### src/atam_pkg.sv
package atam_pkg;

   // ==========================================================
   // Register addresses (carried in word bits 15:12)
   localparam logic [3:0] ADDR_SETUP2 = 4'h2;
   localparam logic [3:0] ADDR_STATUS = 4'h3;
   localparam logic [3:0] ADDR_LOW = 4'h4;
   localparam logic [3:0] ADDR_HIGH = 4'h5;

   // ==========================================================
   // Word layout
   localparam int ADDR_MSB = 15;
   localparam int ADDR_LSB = 12;
   localparam int THR_MSB = 11;
   localparam int RST_MSB = 7;
   localparam int OWS_BIT = 8;
   localparam int ALERT_EN_BIT = 3;

   // ==========================================================
   // Status bit positions
   localparam int CRCW_BIT = 9;
   localparam int LOADERR_BIT = 8;
   localparam int B_OVER_BIT = 5;
   localparam int B_UNDER_BIT = 4;
   localparam int A_OVER_BIT = 1;
   localparam int A_UNDER_BIT = 0;

   // ==========================================================
   // Reset values and codes
   localparam logic [11:0] LOW_RESET = 12'h800;
   localparam logic [11:0] HIGH_RESET = 12'h7FF;
   localparam logic [7:0] SOFT_RESET_CODE = 8'h3C;
   localparam logic [7:0] HARD_RESET_CODE = 8'hFF;
   localparam logic [3:0] LOW_FILL = 4'h0;
   localparam logic [3:0] HIGH_FILL = 4'hF;

   // ==========================================================
   // Register access carrier
   typedef struct packed {
      logic wr;
      logic rd;
      logic [15:0] data;
   } atam_access_s;

   // One conversion pair
   typedef struct packed {
      logic valid;
      logic [15:0] chan_a;
      logic [15:0] chan_b;
   } atam_sample_s;

endpackage : atam_pkg

### src/atam_alert_monitor.sv
// Behaviour
// - CRC-rejected write sets sticky bit 9
// - Setup load error sets bit 8
// - Only hard reset or power-up reset clears load error
// - Channel B over high sets bit 5
// - Channel B under low sets flag
// - Channel A over high sets bit 1
// - Channel A under low sets bit 0
// - Low compare value is field, then 0x0
// - High compare value is field, then 0xF
// - Low alert when result below low value
// - High alert when result above high value
// - Word bits 15:12 carry register address
// - Alarm pin only in one-wire with enable
// - Soft reset code clears alert status
// - Hard reset code restores all defaults
`timescale 1ns/100ps
`default_nettype none

module atam_alert_monitor
(
   // Clock and reset
   input wire logic sys_clk,
   input wire logic srst,
   // Register access from the serial framing logic
   input wire atam_pkg::atam_access_s acc,
   output logic [15:0] rd_data,
   // Events from the serial and setup logic
   input wire logic crc_reject,
   input wire logic setup_load_fail,
   input wire logic alert_enable,
   // Conversion results
   input wire atam_pkg::atam_sample_s sample,
   // Setup outputs
   output logic output_wire_select,
   output logic soft_reset_pulse,
   output logic hard_reset_pulse,
   // Shared second output pin, alarm function
   output logic alarm_active,
   output logic alarm_drive
);

   // ==========================================================
   // Helpers shared by both channels and all register decodes
   // A strobe aimed at one register address
   function automatic logic atam_hit(input logic strobe,
      input logic [3:0] addr, input logic [3:0] target);
      return strobe && addr == target;
   endfunction : atam_hit

   // Internal 16-bit limit: twelve-bit field over a fixed fill nibble
   function automatic logic [15:0] atam_limit(input logic [11:0] field,
      input logic [3:0] fill);
      return {field, fill};
   endfunction : atam_limit

   // Strict compares; a result equal to a limit raises nothing
   function automatic logic atam_below(input logic [15:0] x,
      input logic [15:0] lim);
      return x < lim;
   endfunction : atam_below

   function automatic logic atam_above(input logic [15:0] x,
      input logic [15:0] lim);
      return x > lim;
   endfunction : atam_above

   // Sticky flag: a new event beats a clear landing in the same cycle,
   // so an alert raised during a status read is never lost
   function automatic logic atam_sticky(input logic hit, input logic cur,
      input logic clr);
      return hit | (cur & ~clr);
   endfunction : atam_sticky

   // ==========================================================
   // Decode
   logic [3:0] acc_addr;
   logic wr_setup2, wr_low, wr_high, rd_status;
   logic soft_hit, hard_hit;
   logic [11:0] low_field;
   logic [11:0] high_field;
   logic [15:0] status;
   logic [15:0] low_cmp, high_cmp;
   logic a_under, a_over, b_under, b_over;

   assign acc_addr = acc.data[atam_pkg::ADDR_MSB:atam_pkg::ADDR_LSB];
   assign wr_setup2 = atam_hit(acc.wr, acc_addr, atam_pkg::ADDR_SETUP2);
   assign wr_low = atam_hit(acc.wr, acc_addr, atam_pkg::ADDR_LOW);
   assign wr_high = atam_hit(acc.wr, acc_addr, atam_pkg::ADDR_HIGH);
   assign rd_status = atam_hit(acc.rd, acc_addr, atam_pkg::ADDR_STATUS);
   // Other reset field codes are simply ignored
   assign soft_hit = wr_setup2 &&
      acc.data[atam_pkg::RST_MSB:0] == atam_pkg::SOFT_RESET_CODE;
   assign hard_hit = wr_setup2 &&
      acc.data[atam_pkg::RST_MSB:0] == atam_pkg::HARD_RESET_CODE;

   // ==========================================================
   // Comparison values: field in the upper twelve bits
   assign low_cmp = atam_limit(low_field, atam_pkg::LOW_FILL);
   assign high_cmp = atam_limit(high_field, atam_pkg::HIGH_FILL);

   // Equality is neither below nor above, so no alert is raised on it
   assign a_under = sample.valid &&
      atam_below(sample.chan_a, low_cmp);
   assign b_under = sample.valid &&
      atam_below(sample.chan_b, low_cmp);
   assign a_over = sample.valid &&
      atam_above(sample.chan_a, high_cmp);
   assign b_over = sample.valid &&
      atam_above(sample.chan_b, high_cmp);

   // ==========================================================
   // Threshold registers, hard reset returns defaults
   always_ff @(posedge sys_clk)
   begin
      if (srst || hard_hit)
      begin
         low_field <= atam_pkg::LOW_RESET;
         high_field <= atam_pkg::HIGH_RESET;
      end
      else
      begin
         if (wr_low)
            low_field <= acc.data[atam_pkg::THR_MSB:0];
         if (wr_high)
            high_field <= acc.data[atam_pkg::THR_MSB:0];
      end
   end

   // Output wire select; the enable bit itself lives in first setup word
   always_ff @(posedge sys_clk)
   begin
      if (srst || hard_hit)
         output_wire_select <= 1'b0;
      else if (wr_setup2)
         output_wire_select <= acc.data[atam_pkg::OWS_BIT];
   end

   // ==========================================================
   // Sticky flags, read-clear except load error; a new event beats the clear
   logic crcw_flag, a_under_flag, a_over_flag;
   logic b_under_flag, b_over_flag, load_err_flag;
   logic flag_clr;

   // Status read, soft reset and hard reset all clear the channel flags
   assign flag_clr = rd_status | soft_hit | hard_hit;

   // Flags follow their events on every edge, power-up reset wins
   always_ff @(posedge sys_clk)
   begin
      if (srst)
      begin
         crcw_flag <= 1'b0;
         a_under_flag <= 1'b0;
         a_over_flag <= 1'b0;
         b_under_flag <= 1'b0;
         b_over_flag <= 1'b0;
      end
      else
      begin
         crcw_flag <= atam_sticky(crc_reject, crcw_flag, flag_clr);
         a_under_flag <= atam_sticky(a_under, a_under_flag, flag_clr);
         a_over_flag <= atam_sticky(a_over, a_over_flag, flag_clr);
         b_under_flag <= atam_sticky(b_under, b_under_flag, flag_clr);
         b_over_flag <= atam_sticky(b_over, b_over_flag, flag_clr);
      end
   end

   // Load error survives reads and soft reset; hard reset reruns setup,
   // but a failure reported in that same cycle still sticks
   always_ff @(posedge sys_clk)
   begin
      if (srst)
         load_err_flag <= 1'b0;
      else
         load_err_flag <= atam_sticky(setup_load_fail, load_err_flag,
            hard_hit);
   end

   // ==========================================================
   // Status word and read data, address echoed in top nibble
   always_comb
   begin
      status = 16'h0000;
      status[atam_pkg::ADDR_MSB:atam_pkg::ADDR_LSB] = atam_pkg::ADDR_STATUS;
      status[atam_pkg::CRCW_BIT] = crcw_flag;
      status[atam_pkg::LOADERR_BIT] = load_err_flag;
      status[atam_pkg::B_OVER_BIT] = b_over_flag;
      status[atam_pkg::B_UNDER_BIT] = b_under_flag;
      status[atam_pkg::A_OVER_BIT] = a_over_flag;
      status[atam_pkg::A_UNDER_BIT] = a_under_flag;
   end

   // Read data registered; captured before the read clears the flags
   always_ff @(posedge sys_clk)
   begin
      if (srst)
         rd_data <= 16'h0000;
      else if (acc.rd)
      begin
         unique case (acc_addr)
            atam_pkg::ADDR_STATUS: rd_data <= status;
            atam_pkg::ADDR_LOW: rd_data <= {atam_pkg::ADDR_LOW, low_field};
            atam_pkg::ADDR_HIGH: rd_data <= {atam_pkg::ADDR_HIGH, high_field};
            default: rd_data <= {acc_addr, 12'h000};
         endcase
      end
   end

   // ==========================================================
   // Reset pulses to the rest of the device
   always_ff @(posedge sys_clk)
   begin
      if (srst)
      begin
         soft_reset_pulse <= 1'b0;
         hard_reset_pulse <= 1'b0;
      end
      else
      begin
         soft_reset_pulse <= soft_hit;
         hard_reset_pulse <= hard_hit;
      end
   end

   // Alarm pin; in two-wire mode the pin carries data and enable is ignored
   assign alarm_active = a_under_flag | a_over_flag |
      b_under_flag | b_over_flag;
   assign alarm_drive = output_wire_select & alert_enable;

endmodule : atam_alert_monitor

`default_nettype wire

### config.mk
export PLATFORM = sky130hd
export DESIGN_NAME = atam_alert_monitor
export DESIGN_NICKNAME = d
export VERILOG_FILES = /design/src/atam_pkg.sv /design/src/atam_alert_monitor.sv
export SDC_FILE = /design/constraint.sdc
export NUM_CORES = 1
export LEC_CHECK = 0
export ABC_CLOCK_PERIOD_IN_PS = 1400
export BUFFER_PORTS_ARGS = -buffer_cell sky130_fd_sc_hd__buf_4
export CORE_ASPECT_RATIO = 1.2
export CORE_UTILIZATION = 48
export DETAILED_ROUTE_END_ITERATION = 8
export HOLD_SLACK_MARGIN = 0.08
export PLACE_DENSITY = 0.77
export SYNTH_ARGS = -nofsm -noshare
export SYNTH_HDL_FRONTEND = slang
export SYNTH_SLANG_ARGS = --single-unit
export TNS_END_PERCENT = 100
### constraint.sdc
create_clock -name sys_clk -period 1.4 [get_ports sys_clk]
set_input_delay 0.07 -clock sys_clk [delete_from_list [all_inputs] [get_ports sys_clk]]
set_output_delay 0.07 -clock sys_clk [all_outputs]
set_load 0.01 [all_outputs]
Yosys cells after proc, flatten, opt, wreduce, memory -nomap -nowiden
Cells that the tools add are included.
{ "word_totals": {"regBits": 49, "inputBits": 56, "output_inout_bits": 21, "elab_cells": 54} }
{ "op_classes": {"n_lt_le_gt_ge": 4, "eq_ne": 6, "muxes": 1, "n_bitwise": 20, "reduce_logical": 11} }
{ "op_table": {"columns": ["cell", "count"], "rows": [
  ["$pmux W16 S3", 1],
  ["$gt A16 B16 Y1", 2],
  ["$lt A16 B16 Y1", 2],
  ["$or A1 B1 Y1", 11],
  ["$logic_and A1 B1 Y1", 10],
  ["$eq A4 B2 Y1 const B", 2],
  ["$eq A4 B3 Y1 const B", 2],
  ["$eq A8 B6 Y1 const B", 1],
  ["$eq A8 B8 Y1 const B", 1],
  ["$and A1 B1 Y1", 7],
  ["$not A1 Y1", 2],
  ["$logic_or A1 B1 Y1", 1]
]} }

Depth between registers and ports, before layout
{ "logic_depth": {"word_depth": 8, "ltp_mapped": 7, "ltp_nobuf": 7} }

Least setup slack after synthesis
No wires, ideal clock.
{ "synth_path": {"path_type": "register -> register", "start": "reg high_field[1]", "end": "reg a_over_flag", "setup_time_ns": 0.126, "arrival_ns": 1.361, "required_ns": 1.274, "setup_slack_ns": -0.087, "path_stages_with_launch": 8, "path_cell_list": "dfxtp_1 -> inv_1 -> ha_1 -> a21o_1 -> nand3_1 -> a211oi_1 -> a2111oi_0 -> o2bb2ai_1"} }
{ "synth_between": {"elab_chain_len": 3} }
{ "synth_rtl": {"columns": ["element", "line_no", "source"], "rows": [
  ["start: declaration", "atam_alert_monitor.sv:81", "logic [11:0] high_field;"],
  ["start signal: assignment", "atam_alert_monitor.sv:119", "high_field <= atam_pkg::HIGH_RESET;"],
  ["start signal: assignment", "atam_alert_monitor.sv:126", "high_field <= acc.data[atam_pkg::THR_MSB:0];"],
  ["$gt A16 B16 Y1", "atam_alert_monitor.sv:65", "return x > lim;"],
  ["$logic_and A1 B1 Y1", "atam_alert_monitor.sv:107", "assign a_over = sample.valid &&"],
  ["$or A1 B1 Y1", "atam_alert_monitor.sv:72", "return hit | (cur & ~clr);"],
  ["end signal: assignment", "atam_alert_monitor.sv:163", "a_over_flag <= atam_sticky(a_over, a_over_flag, flag_clr);"],
  ["end: declaration", "atam_alert_monitor.sv:141", "logic crcw_flag, a_under_flag, a_over_flag;"]
]} }
Every way passes these cells.
A chain may end at the register's enable or synchronous reset.

Final worst setup path
{ "layout_path": {"start": "reg high_field[10]", "end": "reg a_over_flag"} }
Same word-level chain as after synthesis.

==> qor.csv <==
stage,metric,value,unit
outcome,outcome,"finished, violations left",
outcome,violations,setup timing,
drt,wl_met1,3950,µm
setup_path,path_class,reg2reg,
finish,top_register,rd_data,
synth,yosysWarnings,0,
floorplan,io_pins,77,
power,vdd_drop_max,0.664,mV
finish,post-route-cell-area,4520,µm²
drt,vias,3120,
sta,setup_slack,-0.174,ns
synth,yosys.area.top_type,dfxtp_1,
synth,synth-compound-area-share,18.5,%
finish,n_antenna_cell,0,
drt,ant_nets,0,
drt,drt_pre_antenna_iters,4,
synth,synth_top_family_by_area,adder cells,
placed_design,hpwl,7210,µm
clock_tree,clkLatencyLatePin,0.31,ns
drt,wirelength,10000,µm
setup_path,endpoint_kind,register,
synth,synth_area,3020,µm²
synth,ys_seq_elements,49,
setup_path,required,1.64,ns
floorplan,dieArea,6620,µm²
power,p_sw_share,27.5,%
sta,fin_skew,0.00951,ns
synth,synthDistinctLibCells,40,
floorplan,rows,31,
sta,tns,-0.663,ns
placed_design,io_buffers,76,
setup_path,start_kind,register,
sta,clock.fmax,635,MHz
placed_design,finalWeightedCongestion,0.956,
finish,drive_gt1_share,40.0,%
finish,multi_input_area,2140,µm²
power,p_clk_share,32.1,%
power,combPwrFrac,23.0,%
sta,hold_viol,0,
setup_path,worstPathArrival,1.82,ns
clock_tree,cts_max_level,2,
synth,async_flop_share,0,%
sta,drv_slew,0,
synth,synth_fa_ha_area_share,19.0,%
drt,routed-wl-met2,5260,µm
finish,largest_reg_flops,16,
sta,setup-violations-final,4,
synth,synthMuxAreaShare,5.67,%
drt,wl_per_cell,17.9,µm
drt,drc_errors,0,
synth,synth_xor_area_share,0,%
placed_design,placed_area,3980,µm²
clock_tree,cts_root_buf,clkbuf_8,
drt,routed-wl-met3,341,µm
power,netSwitchingPower,0.900,mW
synth,synthCells,351,
floorplan,coreArea,6050,µm²
clock_tree,path_clk_slew,0.10,ns
clock_tree,cts_made_buffers,5,
finish,final_nets,578,
power,power_density,724,nW/µm²
clock_tree,cts_tree,yes,
power,p_int,2.37,mW
sta,min_period,1.57,ns
finish,syn2layout_area_growth,49.6,%
drt,top_layer,met4,
sta,tightest_slew,0.348,ns
grt,grt_pass1_wl,15000,µm
sta,whs,0.0811,ns
finish,reg_top3,"rd_data x16, high_field x12, low_field x12",
clock_tree,cts_buffer_depth,2,
grt,grt_max_degree,25,
sta,period_share,112,%
setup_path,cpMaxStageDelayCell,dfxtp_2,
setup_path,crit_fanout,3,
grt,grt_pass1_vias,3072,
grt,grtUsageTotal,30.4,%
drt,via_per_inst,5.58,
worst_hold_path,hp-class,in2reg,
synth,yosys.area_share.simple,18.8,%
synth,syn-num-nets,453,
synth,avgSynthCellArea,8.61,µm²
setup_path,slowest_delay,0.37,ns
sta,grt_setup_unrepaired,yes,
synth,synth-edff-count,0,
finish,fillers,480,
sta,max-slew-margin-rel,76.6,%
synth,synth_area_leaders,"dfxtp_1 32%, ha_1 19%, mux2i_1 5.3%, nand2_1 4.0%, a21oi_1 3.6%",
run,cap_violations,0,
floorplan,die_height,88.9,µm
clock_tree,cts.sinks,49,
grt,overflow,0,
setup_path,path_cells,inv_4 -> ha_1 -> nand4_1 -> a211oi_1 -> a2111oi_2 -> o2bb2ai_1,
floorplan,die_x,74.4,µm
synth,synth_top_area_share,32.5,%
power,p_leak,1.98,nW
finish,register_area,1000,µm²
synth,synth_flop_cell,dfxtp_1,
synth,ys_seq_area_share,32.5,%
grt,antenna_found_initial,0,
drt,dr.first_iter.drc_count,190,
power,seqPwrFrac,45.0,%
floorplan,start_util,50.0,%
power groups by stage:
stage | sequential [mW] | clock [mW] | combinational [mW]
global route | 1.48 | 1.12 | 0.813
finish | 1.47 | 1.05 | 0.751
detailed placement | 1.50 | 0 | 0.623
floorplan | 1.50 | 0 | 0.279
CTS | 1.47 | 1.06 | 0.698
global placement | 1.50 | 0 | 0.612
worst paths after layout:
check | start | endpoint | slack, ns | cells past startpoint
worst max register to register | high_field[10] | a_over_flag | -0.17 | 6
worst min register to register | load_err_flag | load_err_flag | 0.46 | 2
worst min-delay path | acc[16] | rd_data[14] | 0.08 | 3
worst max-delay path | high_field[10] | a_over_flag | -0.17 | 6
per-stage QoR:
step / setup WS [ns] / power (mW) / util [%] / instances
6_report: -0.174 / 3.27 / 74.7 / 559
5_1_grt: -0.305 / 3.41 / 74.7 / 559
4_1_cts: -0.204 / 3.22 / 73.0 / 555
3_5_place_dp: -0.295 / 2.12 / 65.7 / 530
3_3_place_gp: -0.266 / 2.11 / 65.7 / 530
2_1_floorplan: -0.0271 / 1.78 / - / 351
placed cells by master, fill, tap and decap left out, types with 13 or more instances in the layout:
master / instances
nand3_1: 13
dlygate4sd3_1: 15
nand2_1: 31
dfxtp_2: 16
ha_4: 13
nor2_1: 28
ha_1: 32
o21ai_0: 14
a21oi_1: 19
dfxtp_1: 33
mux2i_1: 16
buf_4: 118
layout make-up:
cell class | instances | share of cell area, %
sequential | 49 | 22.1
inverter | 24 | 2.16
clock inverter | 3 | 0.968
multi-input combinational | 261 | 47.3
tap | 82 | 2.27
clock buffer | 5 | 1.52
timing repair buffer | 135 | 23.6
worst max-delay path: cells and delay by family, from the launching register on:
kind	cells	cell delay, ns
simple gates	1	0.20
buf+inv	1	0.05
flops	1	0.37
fa+ha+maj	1	0.33
compound gates	3	0.56
logic make-up after synthesis:
family / after synthesis
adder cells (fa/ha/maj): 46
AO/OA/AOI/OAI: 85
AND/OR/NAND/NOR: 113
buffers and inverters: 41
flip-flops: 49
multiplexers: 17
cells in the mapped netlist (all sizes together) (2+ instances only):
library cell / count
and2: 3
inv: 24
and3: 2
o2bb2ai: 2
dfxtp: 49
a31oi: 2
a21o: 4
o41ai: 2
nand2b: 9
a2111oi: 2
mux2i: 16
nor3: 2
o21ai: 18
nand4: 10
clkbuf: 10
nand3: 14
o211ai: 12
nand2: 32
or4: 2
a211oi: 8
and4: 3
buf: 7
a211o: 2
a21oi: 22
a22oi: 6
nor2b: 5
ha: 46
a32o: 2
nor2: 28
nor4: 2
per-layer routing:
metal | global-route usage [%] | vias up
met3 | 3.49 | 35
met1 | 35.2 | 1470
met5 | 0 | -
li1 | - | 1517
met2 | 55.8 | 98
met4 | 12.5 | 0
repair_timing:
item | 4_1_cts | 5_1_grt
buffers inserted | 3 | 5
gates cloned | 0 | 0
pin swaps | 12 | 11
endpoints found under the setup margin | 5 | 5
hold buffers | 15 | 0
endpoints found under the hold margin | 28 | 0
resized for setup | 39 | 18
Note: power is estimated with default switching activity, not from simulation.
